<file path="src/rtl/ext_int_defines.svh">
// register offsets, bit positions, reset values and functional notes for the external interrupt pin block
// Functional notes
// RULE1: polarity bit 5 selects falling edge/low level when 0 and rising edge/high level when 1.
// RULE2: mode bit 0 selects edge-only detection when 0 and edge-plus-level detection when 1.
// RULE3: pin-enable bit 4 turns the pin into an interrupt request input when 1 and disables it when 0.
// RULE4: while the pin is enabled a pull resistor is on, a pull-down for rising polarity, otherwise a pull-up.
// RULE5: read-only flag bit 3 is set by a qualifying pin event and software writes to it are ignored.
// RULE6: writing 1 to acknowledge bit 2 clears the flag, writing 0 does nothing, and the bit reads 0.
// RULE7: in edge-plus-level mode the flag stays or becomes set again while the pin holds its active level.
// RULE8: with interrupt-enable bit 1 set the interrupt request is high whenever the flag is set.
// RULE9: the two upper bits read as 0 and writes to them do nothing.
// RULE10: the pin passes two flip-flops before any detection logic looks at it.
// RULE11: with the pin disabled no events are taken, and reset clears all control bits and the flag.
`ifndef EXT_INT_DEFINES_SVH
`define EXT_INT_DEFINES_SVH

`define EXT_INT_STATUS_CONTROL_ADDR 12'h000
`define EXT_INT_EVENT_STATUS_ADDR   12'h004
`define EXT_INT_EVENT_MASK_ADDR     12'h008

`define EXT_INT_MODE_BIT     0
`define EXT_INT_IE_BIT       1
`define EXT_INT_ACK_BIT      2
`define EXT_INT_FLAG_BIT     3
`define EXT_INT_PE_BIT       4
`define EXT_INT_EDG_BIT      5

`define EXT_INT_CTRL_RESET   8'h00
`define EXT_INT_SYNC_RESET   1'b0

`endif

</file>
<file path="src/rtl/ext_int_pkg.sv">
// types shared by the external interrupt pin block
package ext_int_pkg;

  // software-written control bits of the status/control register
  typedef struct packed {
    logic polarity_select;
    logic pin_enable;
    logic interrupt_enable;
    logic detect_mode;
  } ext_int_ctrl_t;

  // pull resistor controls towards the pad
  typedef struct packed {
    logic pull_enable;
    logic pull_down;
  } ext_int_pull_t;

  // apb slave phase tracking
  typedef enum logic [1:0] {
    APB_IDLE   = 2'b00,
    APB_SETUP  = 2'b01,
    APB_ACCESS = 2'b11
  } apb_phase_t;

endpackage

</file>
<file path="src/rtl/ext_int_detect.sv">
// edge and level qualifier for the synchronised interrupt pin
`timescale 1ns/1ps
module ext_int_detect
  import ext_int_pkg::*;
(
  // clock and reset
  input  wire logic          pclk,
  input  wire logic          presetn,
  // synchronised pin and control
  input  wire logic          pin_sync,
  input  wire ext_int_ctrl_t ctrl,
  // qualified event and active-level indication
  output logic               event_pulse,
  output logic               level_active
);

  logic prev_reg;
  logic active_now;
  logic active_prev;

  // previous sample runs always, so enabling onto an already active pin does not count as an edge
  always_ff @(posedge pclk or negedge presetn) begin
    if (!presetn) begin
      prev_reg <= 1'b0;
    end else begin
      prev_reg <= pin_sync;
    end
  end

  // polarity maps the pin to an active-high request
  assign active_now   = ctrl.polarity_select ? pin_sync : ~pin_sync; // see RULE1
  assign active_prev  = ctrl.polarity_select ? prev_reg : ~prev_reg; // see RULE1
  assign level_active = ctrl.pin_enable & ctrl.detect_mode & active_now; // see RULE2
  // edge always counts, level only in edge-plus-level mode
  assign event_pulse  = ctrl.pin_enable & ((active_now & ~active_prev) | level_active); // see RULE2 see RULE11

endmodule // ext_int_detect

</file>
<file path="src/rtl/ext_int_pin_ctrl.sv">
// external interrupt pin block with apb register access
`timescale 1ns/1ps
`include "ext_int_defines.svh"
module ext_int_pin_ctrl
  import ext_int_pkg::*;
(
  // apb clock and reset
  input  wire logic        pclk,
  input  wire logic        presetn,
  // apb slave
  input  wire logic        psel,
  input  wire logic        penable,
  input  wire logic        pwrite,
  input  wire logic [11:0] paddr,
  input  wire logic [31:0] pwdata,
  input  wire logic [3:0]  pstrb,
  output logic      [31:0] prdata,
  output logic             pready,
  output logic             pslverr,
  // external pin and pad controls
  input  wire logic        irq_pin,
  output logic             pull_enable,
  output logic             pull_down,
  // interrupt requests
  output logic             cpu_irq,
  output logic             block_irq
);

  ext_int_ctrl_t ctrl_reg;
  ext_int_pull_t pull;
  logic          flag_reg;
  logic [1:0]    status_reg;
  logic [1:0]    mask_reg;
  logic          pin_sync;
  logic          event_pulse;
  logic          level_active;
  logic          wr_en;
  logic          addr_ok;
  logic          ack_wr;
  logic          flag_set_edge;
  logic [31:0]   rdata_next;

  ////////////////////////////////////////////////////////////////////////////
  // helpers

  // maps a register address to whether it exists
  function automatic logic addr_mapped(input logic [11:0] a);
    addr_mapped = (a == `EXT_INT_STATUS_CONTROL_ADDR) ||
                  (a == `EXT_INT_EVENT_STATUS_ADDR) ||
                  (a == `EXT_INT_EVENT_MASK_ADDR);
  endfunction

  // status/control byte as software sees it
  function automatic logic [7:0] ctrl_byte(input ext_int_ctrl_t c, input logic f);
    logic [7:0] b;
    b = 8'h00; // upper bits and acknowledge read 0, see RULE9 see RULE6
    b[`EXT_INT_EDG_BIT]  = c.polarity_select;
    b[`EXT_INT_PE_BIT]   = c.pin_enable;
    b[`EXT_INT_FLAG_BIT] = f;
    b[`EXT_INT_IE_BIT]   = c.interrupt_enable;
    b[`EXT_INT_MODE_BIT] = c.detect_mode;
    ctrl_byte = b;
  endfunction

  ////////////////////////////////////////////////////////////////////////////
  // pin path

  ext_int_pin_sync u_sync (
    .pclk      (pclk),
    .presetn   (presetn),
    .pin_async (irq_pin),
    .pin_sync  (pin_sync)
  );

  ext_int_detect u_detect (
    .pclk         (pclk),
    .presetn      (presetn),
    .pin_sync     (pin_sync),
    .ctrl         (ctrl_reg),
    .event_pulse  (event_pulse),
    .level_active (level_active)
  );

  // pull resistor follows enable and polarity
  assign pull.pull_enable = ctrl_reg.pin_enable;                           // see RULE4
  assign pull.pull_down   = ctrl_reg.pin_enable & ctrl_reg.polarity_select; // see RULE4
  assign pull_enable      = pull.pull_enable;
  assign pull_down        = pull.pull_down;

  ////////////////////////////////////////////////////////////////////////////
  // apb decode, zero wait states

  assign addr_ok = addr_mapped(paddr);
  assign wr_en   = psel & penable & pwrite & addr_ok & pstrb[0];
  assign pready  = 1'b1;
  assign pslverr = psel & penable & ~addr_ok;
  assign ack_wr  = wr_en && (paddr == `EXT_INT_STATUS_CONTROL_ADDR) && pwdata[`EXT_INT_ACK_BIT];

  ////////////////////////////////////////////////////////////////////////////
  // control bits

  // writable control bits, flag and upper bits ignored on write
  always_ff @(posedge pclk or negedge presetn) begin
    if (!presetn) begin
      ctrl_reg <= ext_int_ctrl_t'(`EXT_INT_CTRL_RESET); // see RULE11
    end else if (wr_en && paddr == `EXT_INT_STATUS_CONTROL_ADDR) begin
      ctrl_reg.polarity_select  <= pwdata[`EXT_INT_EDG_BIT];  // see RULE1
      ctrl_reg.pin_enable       <= pwdata[`EXT_INT_PE_BIT];   // see RULE3
      ctrl_reg.interrupt_enable <= pwdata[`EXT_INT_IE_BIT];   // see RULE8
      ctrl_reg.detect_mode      <= pwdata[`EXT_INT_MODE_BIT]; // see RULE2
    end
  end

  ////////////////////////////////////////////////////////////////////////////
  // request flag

  // set wins over acknowledge; active level keeps the flag in level mode
  always_ff @(posedge pclk or negedge presetn) begin
    if (!presetn) begin
      flag_reg <= 1'b0; // see RULE11
    end else if (event_pulse || level_active) begin
      flag_reg <= 1'b1; // see RULE5 see RULE7
    end else if (ack_wr) begin
      flag_reg <= 1'b0; // see RULE6
    end
  end

  // cpu request follows flag when enabled
  assign cpu_irq = ctrl_reg.interrupt_enable & flag_reg; // see RULE8

  ////////////////////////////////////////////////////////////////////////////
  // event status and mask: bit0 pin event, bit1 acknowledge seen

  assign flag_set_edge = event_pulse & ~flag_reg;

  // sticky status, write one to clear, set wins
  always_ff @(posedge pclk or negedge presetn) begin
    if (!presetn) begin
      status_reg <= 2'b00;
    end else begin
      for (int i = 0; i < 2; i++) begin
        if ((i == 0 && flag_set_edge) || (i == 1 && ack_wr)) begin
          status_reg[i] <= 1'b1;
        end else if (wr_en && paddr == `EXT_INT_EVENT_STATUS_ADDR && pwdata[i]) begin
          status_reg[i] <= 1'b0;
        end
      end
    end
  end

  // interrupt mask
  always_ff @(posedge pclk or negedge presetn) begin
    if (!presetn) begin
      mask_reg <= 2'b00;
    end else if (wr_en && paddr == `EXT_INT_EVENT_MASK_ADDR) begin
      mask_reg <= pwdata[1:0];
    end
  end

  assign block_irq = |(status_reg & mask_reg);

  ////////////////////////////////////////////////////////////////////////////
  // read data

  // read mux
  always_comb begin
    rdata_next = 32'h0000_0000;
    if (paddr == `EXT_INT_STATUS_CONTROL_ADDR) begin
      rdata_next[7:0] = ctrl_byte(ctrl_reg, flag_reg); // see RULE9
    end else if (paddr == `EXT_INT_EVENT_STATUS_ADDR) begin
      rdata_next[1:0] = status_reg;
    end else if (paddr == `EXT_INT_EVENT_MASK_ADDR) begin
      rdata_next[1:0] = mask_reg;
    end
  end

  // prdata registered during setup phase so it is valid in access phase
  always_ff @(posedge pclk or negedge presetn) begin
    if (!presetn) begin
      prdata <= 32'h0000_0000;
    end else if (psel && !penable && !pwrite) begin
      prdata <= rdata_next;
    end
  end

endmodule // ext_int_pin_ctrl

</file>
<file path="src/rtl/ext_int_pin_sync.sv">
// two flip-flop synchroniser for the external interrupt pin
`timescale 1ns/1ps
`include "ext_int_defines.svh"
module ext_int_pin_sync (
  // clock and reset
  input  wire logic pclk,
  input  wire logic presetn,
  // pin in, synchronised level out
  input  wire logic pin_async,
  output logic      pin_sync
);

  logic meta_reg;

  // first stage feeds only the second stage
  always_ff @(posedge pclk or negedge presetn) begin
    if (!presetn) begin
      meta_reg <= `EXT_INT_SYNC_RESET;
      pin_sync <= `EXT_INT_SYNC_RESET;
    end else begin
      meta_reg <= pin_async; // see RULE10
      pin_sync <= meta_reg;  // see RULE10
    end
  end

endmodule // ext_int_pin_sync

</file>
<file path="config.mk">
export PLATFORM = sky130hd
export DESIGN_NAME = ext_int_pin_ctrl
export DESIGN_NICKNAME = d
export VERILOG_FILES = /design/src/rtl/ext_int_pkg.sv /design/src/rtl/ext_int_detect.sv /design/src/rtl/ext_int_pin_ctrl.sv /design/src/rtl/ext_int_pin_sync.sv
export VERILOG_INCLUDE_DIRS = /design/src /design/src/rtl
export SDC_FILE = /design/constraint.sdc
export NUM_CORES = 1
export LEC_CHECK = 0
export BUFFER_PORTS_ARGS = -buffer_cell sky130_fd_sc_hd__buf_2
export CAP_MARGIN = 15
export CORE_MARGIN = 2
export CORE_UTILIZATION = 35
export CTS_CLUSTER_DIAMETER = 40
export DETAILED_ROUTE_END_ITERATION = 10
export PLACE_DENSITY = 0.77
export SYNTH_ARGS = -nofsm -noshare
export SYNTH_HDL_FRONTEND = slang
export SYNTH_SLANG_ARGS = --single-unit
</file>
<file path="constraint.sdc">
create_clock -name pclk -period 1.42 [get_ports pclk]
set_input_delay 0.213 -clock pclk [delete_from_list [all_inputs] [get_ports pclk]]
set_output_delay 0.213 -clock pclk [all_outputs]
set_load 0.05 [all_outputs]
</file>
==> summary.md, run 1 <==
| Metric | Value |
|---|---|
| H-tree lvl count | 1 |
| # diodes | 0 |
| GRT Total Usage | 12.5% |
| First-pass detailed-route iteration total | 4 |
| Synth Area in Simple Gates | approximately a fifth |
| Mapped Area | roughly 0.0011 mm^2 |
| Max-Cap Viols | 0 |
| Top cell type's share of synthesized area | 39.3% |
| Fin Clk Skew | 1.21 ps |
| Pint | around 0.65 mW |
| Clock Path Buffers | 2 |
| Distinct cells, synth | 29 |
| Wire per inst | 12.5 um |
| Setup Viol. Count Final | 1 |
| Required @ worst endpoint | 1210 ps |
| Combinational fraction of design power | 27.3% |
| Mux share of post-synthesis cell area | under 10% |
| Area Overhead vs Synth | 22.6% |
| Register bit total from synthesis | 17 |
| Largest family of logic cells by synthesized area | buffers and inverters |
| Final period utilization | 103% |
| Vias in the first global route | ~750 |
| Peak VDD IR | between 0.3 and 0.4 mV |
| Fmax | 686 MHz |
| Yosys Warn Count | 0 |
| Fin crit period | roughly 1500 ps |
| Gate Count Post-Synth | 99 |
| Unrepaired setup endpoints after global routing | yes |
| Yosys top cell by area | dfrtp_1 |
| Core box area | ~0.0030 mm^2 |
| Initial Util | 36.1% |
| Adder-cell share of the synthesized area | 0% |
| DP Worst Slack | -148 ps |
| Full die area | 0.00356 mm^2 |
| DR vias/cell | 4.55 |
| Switching portion of total power | 36.5% |
| Placer Congestion | 0.805 |
| Hpwl dp | 1700 um |
| Initial antenna violation count | 0 |
| Routed WL | 2190 um |
| Hold path startpoint | irq_pin |
| Element type at the critical path start | input port |
| Leak | 0.713 nW |
| Die W | 59.6 um |
| Top post-synthesis cells by area | dfrtp_1 39%, buf_4 19%, mux2_1 4.2% |
| CP arrival | 1240 ps |
| Synth Area in XOR/XNOR | between 1.5 and 2% |
| Type of the tightest min-delay check | in -> reg |
| Initial drt markers | 17 |
| Port buffer count | 33 |
| Largest register FFs | 5 |
| Root Buffer | clkbuf_4 |
| Clk sinks | 17 |
| Post-Syn Area per Cell | 10.9 um^2 |
| Crit path kind | in -> out |
| Layout Nets | between 150 and 200 |
| First-pass GRT wire length | 3290 um |
| Final Max Slew Viols | 0 |
| Synth Area in Compound Gates | 9.58% |
| DR vias | 800 |
| Crit path from | paddr[8] |
| Power Density | 776 mW/mm^2 |
| Pin count of the biggest net entering global routing | 18 |
| Worst-Skew Late Latency | 290 ps |
| CTS tree | done |
| Die height | between 50 and 60 um |
| Critical path peak fanout | 2 |
| Hold Worst Slack | 23.2 ps |
| Fraction of layout cells with a size suffix above 1 | 40.6% |
| CTS Buf Count | 3 |
| DR DRC count | 0 |
| Clock share of power | roughly 25% |
| Final Hold Viols | 0 |
| Register area share after synthesis | 39.3% |
| I/O pin count | 92 |
| Final worst-path setup slack | -37.0 ps |
| CP Capture Type | output port |
| Outcome | finished with violations |
| Sequential fraction of design power | 47.6% |
| Routed Antenna Nets | 0 |
| Launch point of the worst reg-to-reg path | ctrl_reg[3] |
| Row cnt | 20 |
| Global route overflow | 0 |
| Violated checks | setup timing |
| NetSw | 0.376 mW |
| Clock Pin Slew Worst Setup and Hold Paths | around 90 ps |
synth_stat cells:
cell,number
a21o_2,1
a21oi_1,2
a22o_1,4
and2_1,2
and2b_1,1
and3_1,1
and4_2,1
buf_4,28
buf_6,1
conb_1,2
dfrtp_1,17
inv_1,1
mux2_1,4
mux2_4,2
mux2i_1,2
nand2_1,6
nand3_4,1
nand3b_4,1
nand4_1,2
nand4_2,1
nor2_1,4
nor3_1,1
nor4_2,2
nor4_4,2
o211ai_1,1
o21ai_0,4
o31ai_1,3
xnor2_1,1
xor2_1,1
path summary, 6_finish.rpt:
path                                        end  slack [ps]  cells after the start
worst max-delay path                    pslverr         -40                      6
worst min-delay path            u_sync.meta_reg          20                      1
worst max register to register    status_reg[0]         380                      3
worst min register to register  u_sync.pin_sync         360                      0
max in group asynchronous           ctrl_reg[3]         780                      2
min in group asynchronous           pull_enable         350                      2
final cells by class:
cell class | count | area (um^2)
fillers | 303 | 1670
multi-input cells | 78 | 553
flip-flops and latches | 17 | 427
repair buffers | 43 | 278
well taps | 33 | 41.3
clock buffers | 4 | 26.3
inverters | 1 | 3.75
critical path: stages:
cell and delay (ps):
buf_6 100, nor4_4 350, nand3_4 110, a21o_2 190, and3_4 140, buf_8 140
repair_timing:
item	CTS	global route
endpoints found under the hold margin	17	0
resized for setup	6	5
buffers inserted	4	0
hold buffers	1	0
pin swaps	4	2
endpoints found under the setup margin	1	10
per-layer routing:
| metal | vias up | global-route usage, % | wire (um) |
|---|---|---|---|
| met2 | 48 | 19.6 | 1020 |
| met4 | 0 | 5.71 | 32 |
| met1 | 367 | 16.9 | 970 |
| met3 | 3 | 1.75 | 173 |
| li1 | 382 | - | - |
| met5 | - | 0 | 0 |
through the flow:
stage | cells | setup TNS [ps] | cell area, um^2 | utilization (%) | power [mW]
global route | 176 | -76.8 | 1330 | 44.3 | 1.07
global placement | 167 | -1010 | 1210 | 40.3 | 0.757
CTS | 176 | -26.5 | 1300 | 43.4 | 1.03
detailed placement | 167 | -1210 | 1210 | 40.3 | 0.761
finish | 176 | -37.0 | 1330 | 44.3 | 1.03
floorplan | 125 | 0 | 1190 | - | 0.758
layout by cell type, fill, tap and decap left out, types with 2 or more instances in the layout:
cell type   n
a21oi_1     2
a22o_1      4
and2_1      2
buf_2      28
buf_4       9
buf_6       4
clkbuf_4    3
conb_1     28
dfrtp_1    16
mux2_1      4
mux2_4      2
mux2i_1     2
nand2_1     6
nand4_1     2
nor2_1      4
nor4_4      3
o21ai_0     3
o31ai_1     3
power groups by stage:
stage | clock network, mW | logic [mW] | registers (mW)
floorplan | 0 | 0.258 | 0.500
global placement | 0 | 0.257 | 0.500
detailed placement | 0 | 0.260 | 0.500
CTS | 0.263 | 0.275 | 0.490
global route | 0.282 | 0.298 | 0.491
finish | 0.259 | 0.281 | 0.490
cell families (layout without fill, tap and decap cells):
kind of cell           count (synthesis)  after routing
XOR/XNOR                               2              2
multiplexers                           8              8
buffers and inverters                 30             48
AND/OR/NAND/NOR                       25             25
flip-flops                            17             17
AO/OA/AOI/OAI                         15             15
other                                  2             28
Power figures use the tool's default switching activity.
==> run 2, diff against run 1 <==
--- a/config.mk
+++ b/config.mk
@@ -13,6 +13,7 @@
 export CTS_CLUSTER_DIAMETER = 40
 export DETAILED_ROUTE_END_ITERATION = 10
 export PLACE_DENSITY = 0.77
+export RECOVER_POWER = 100
 export SYNTH_ARGS = -nofsm -noshare
 export SYNTH_HDL_FRONTEND = slang
 export SYNTH_SLANG_ARGS = --single-unit
==> summary.md, run 2 (synthesis gave the netlist of run 1 again) <==
| Metric | Value |
|---|---|
| Outcome | finished with violations |
| Violated checks | setup timing |
| CP arrival | 1240 ps (about the same) |
| Launch point of the worst reg-to-reg path | ctrl_reg[3] |
| Slowest stage delay, CP | 350 ps (about the same) |
| Worst-Skew Late Latency | 290 ps (about the same) |
| Fmax | 686 MHz (unchanged) |
| Global route overflow | 0 (unchanged) |
| Initial antenna violation count | 0 (unchanged) |
| Initial drt markers | 17 (unchanged) |
| I/O pin count | 92 (unchanged) |
| Hold path startpoint | irq_pin |
| DR vias/cell | 4.55 (+0.12%) |
| Core box area | 0.00300 mm^2 (unchanged) |
| WHS Path Cells | 1 (unchanged) |
| Hold Path End | u_sync.meta_reg |
| CP Capture Type | output port |
| DR vias | 801 (+0.13%) |
| Wire per inst | 12.5 um (unchanged) |
| Routed WL | 2190 um (unchanged) |
| Pin count of the biggest net entering global routing | 18 (unchanged) |
| Power Density | 776 mW/mm^2 (about the same) |
| Routed Antenna Nets | 0 (unchanged) |
| Cell Chain, Critical Path | buf_6 > nor4_4 > nand3_4 > a21o_2 > and3_4 > buf_8 |
| First-pass GRT wire length | 3290 um (unchanged) |
| Root Buffer | clkbuf_4 |
| Clk sinks | 17 (unchanged) |
| # diodes | 0 (unchanged) |
| Hpwl dp | 1700 um (unchanged) |
| CTS tree | done |
| Port buffer count | 33 (unchanged) |
| DR DRC count | 0 (unchanged) |
| Initial Util | 36.1% (unchanged) |
| Commonest non-fill, non-tap cell in the layout | conb_1 |
| Row cnt | 20 (unchanged) |
| Slowest-stage cell, CP | nor4_4 |
| Final Hold Viols | 0 (unchanged) |
| Clock Pin Slew Worst Setup and Hold Paths | 90 ps (about the same) |
| H-tree lvl count | 1 (unchanged) |
| Critical path peak fanout | 2 (unchanged) |
| Clock Path Buffers | 2 (unchanged) |
| Crit path kind | in -> out |
| Max-Cap Viols | 0 (unchanged) |
| Layout Nets | 198 (unchanged) |
| Worst flop-to-flop path endpoint | status_reg[0] |
| Unrepaired setup endpoints after global routing | yes |
| Peak VDD IR | 0.347 mV (about the same) |
| Final worst-path setup slack | -37.0 ps (unchanged) |
| CTS Buf Count | 3 (unchanged) |
| Element type at the critical path start | input port |
| Largest register FFs | 5 (unchanged) |
| Worst R2R Setup Slack | 380 ps (about the same) |
| Placed inst area | 0.00121 mm^2 (unchanged) |
| Required @ worst endpoint | 1210 ps (about the same) |
| Die height | 59.6 um (unchanged) |
| Area Overhead vs Synth | 22.5% (about the same) |
| First-pass detailed-route iteration total | 4 (unchanged) |
| Leak | 0.710 nW (-0.39%) |
| Slew margin rel. | between 40 and 50% |
| Final period utilization | 103% (unchanged) |
| Die W | 59.6 um (unchanged) |
| GRT Total Usage | 12.5% (unchanged) |
| Type of the tightest min-delay check | in -> reg |
| Final instance area | 0.00133 mm^2 (about the same) |
| Fin Clk Skew | 1.24 ps (+0.0262 ps) |
| Fin crit period | 1460 ps (unchanged) |
| DP Worst Slack | -148 ps (unchanged) |
| Full die area | 0.00356 mm^2 (unchanged) |
| Setup Viol. Count Final | 1 (unchanged) |
| Actual slew at the worst max-slew pin | 895 ps |
| Placer Congestion | 0.805 (unchanged) |
| Reg2Reg Depth | 3 (unchanged) |
| Fraction of layout cells with a size suffix above 1 | 39.9% (-0.70 points) |
| Most frequent cells in the layout | 28 x conb_1, 27 x buf_2, 16 x dfrtp_1 |
| Final Max Slew Viols | 0 (unchanged) |
| Vias in the first global route | 747 (unchanged) |
## run 2: cell count changes in the layout (fill, tap and decap cells not counted)
cell      previous run  this run
clkbuf_1             1         2
buf_2               28        27
## run 2: final cells by class
| cell class | instances | area, um^2 |
|---|---|---|
| fill | 303 | 1680 |
| multi-input combinational | 78 | 553 |
| sequential | 17 | 427 |
| timing repair buffer | 43 | 277 |
| tap | 33 | 41.3 |
| clock buffer | 4 | 26.3 |
| inverter | 1 | 3.75 |
## run 2: power breakdown
group / total (mW) / switching [mW] / internal (mW)
sequential: 0.490 / 0.00212 / 0.488
clock: 0.260 / 0.150 / 0.109
combinational: 0.281 / 0.224 / 0.0565
## run 2: worst max path at each step
stage,end,cells past startpoint,start
after floorplan,pull_down,1,pull_enable
after global placement,pslverr,6,paddr[10]
after detailed placement,pull_enable,5,paddr[10]
after CTS,pslverr,6,paddr[6]
after global routing,pslverr,6,paddr[8]
final,pslverr,6,paddr[8]
## run 2: critical path, delay by kind of cell
family,cells,cell delay [ps]
AOI/OAI and AO/OA,1,190
buffers and inverters,2,240
and+or+nand+nor,3,600
## run 2: what timing repair did
action,4_1_cts,5_1_grt
buffers inserted,4,0
hold buffers,1,0
hold endpoints to repair,17,0
cloned,0,0
pin swaps,4,2
endpoints found under the setup margin,1,10
resized for setup,6,5
## run 2: metal layers
| layer | track usage, % | share of wire (%) | wire length (um) | vias up |
|---|---|---|---|---|
| met5 | 0 | 0 | 0 | - |
| met4 | 5.71 | 1.5 | 32 | 0 |
| met3 | 1.75 | 7.9 | 173 | 3 |
| met2 | 19.6 | 47 | 1020 | 48 |
| met1 | 16.9 | 44 | 962 | 368 |
| li1 | - | - | - | 382 |
## run 2: per-stage QoR
| stage | std cells | hold WS (ps) | utilization, % | TNS, ps | power (mW) |
|---|---|---|---|---|---|
| 2_1_floorplan | 125 | -82.6 | - | 0 | 0.758 |
| 3_3_place_gp | 167 | 138 | 40.3 | -1010 | 0.757 |
| 3_5_place_dp | 167 | 150 | 40.3 | -1210 | 0.761 |
| 4_1_cts | 176 | 20.9 | 43.4 | -26.5 | 1.03 |
| 5_1_grt | 176 | 15.7 | 44.2 | -76.8 | 1.07 |
| 6_report | 176 | 23.2 | 44.2 | -37.0 | 1.03 |
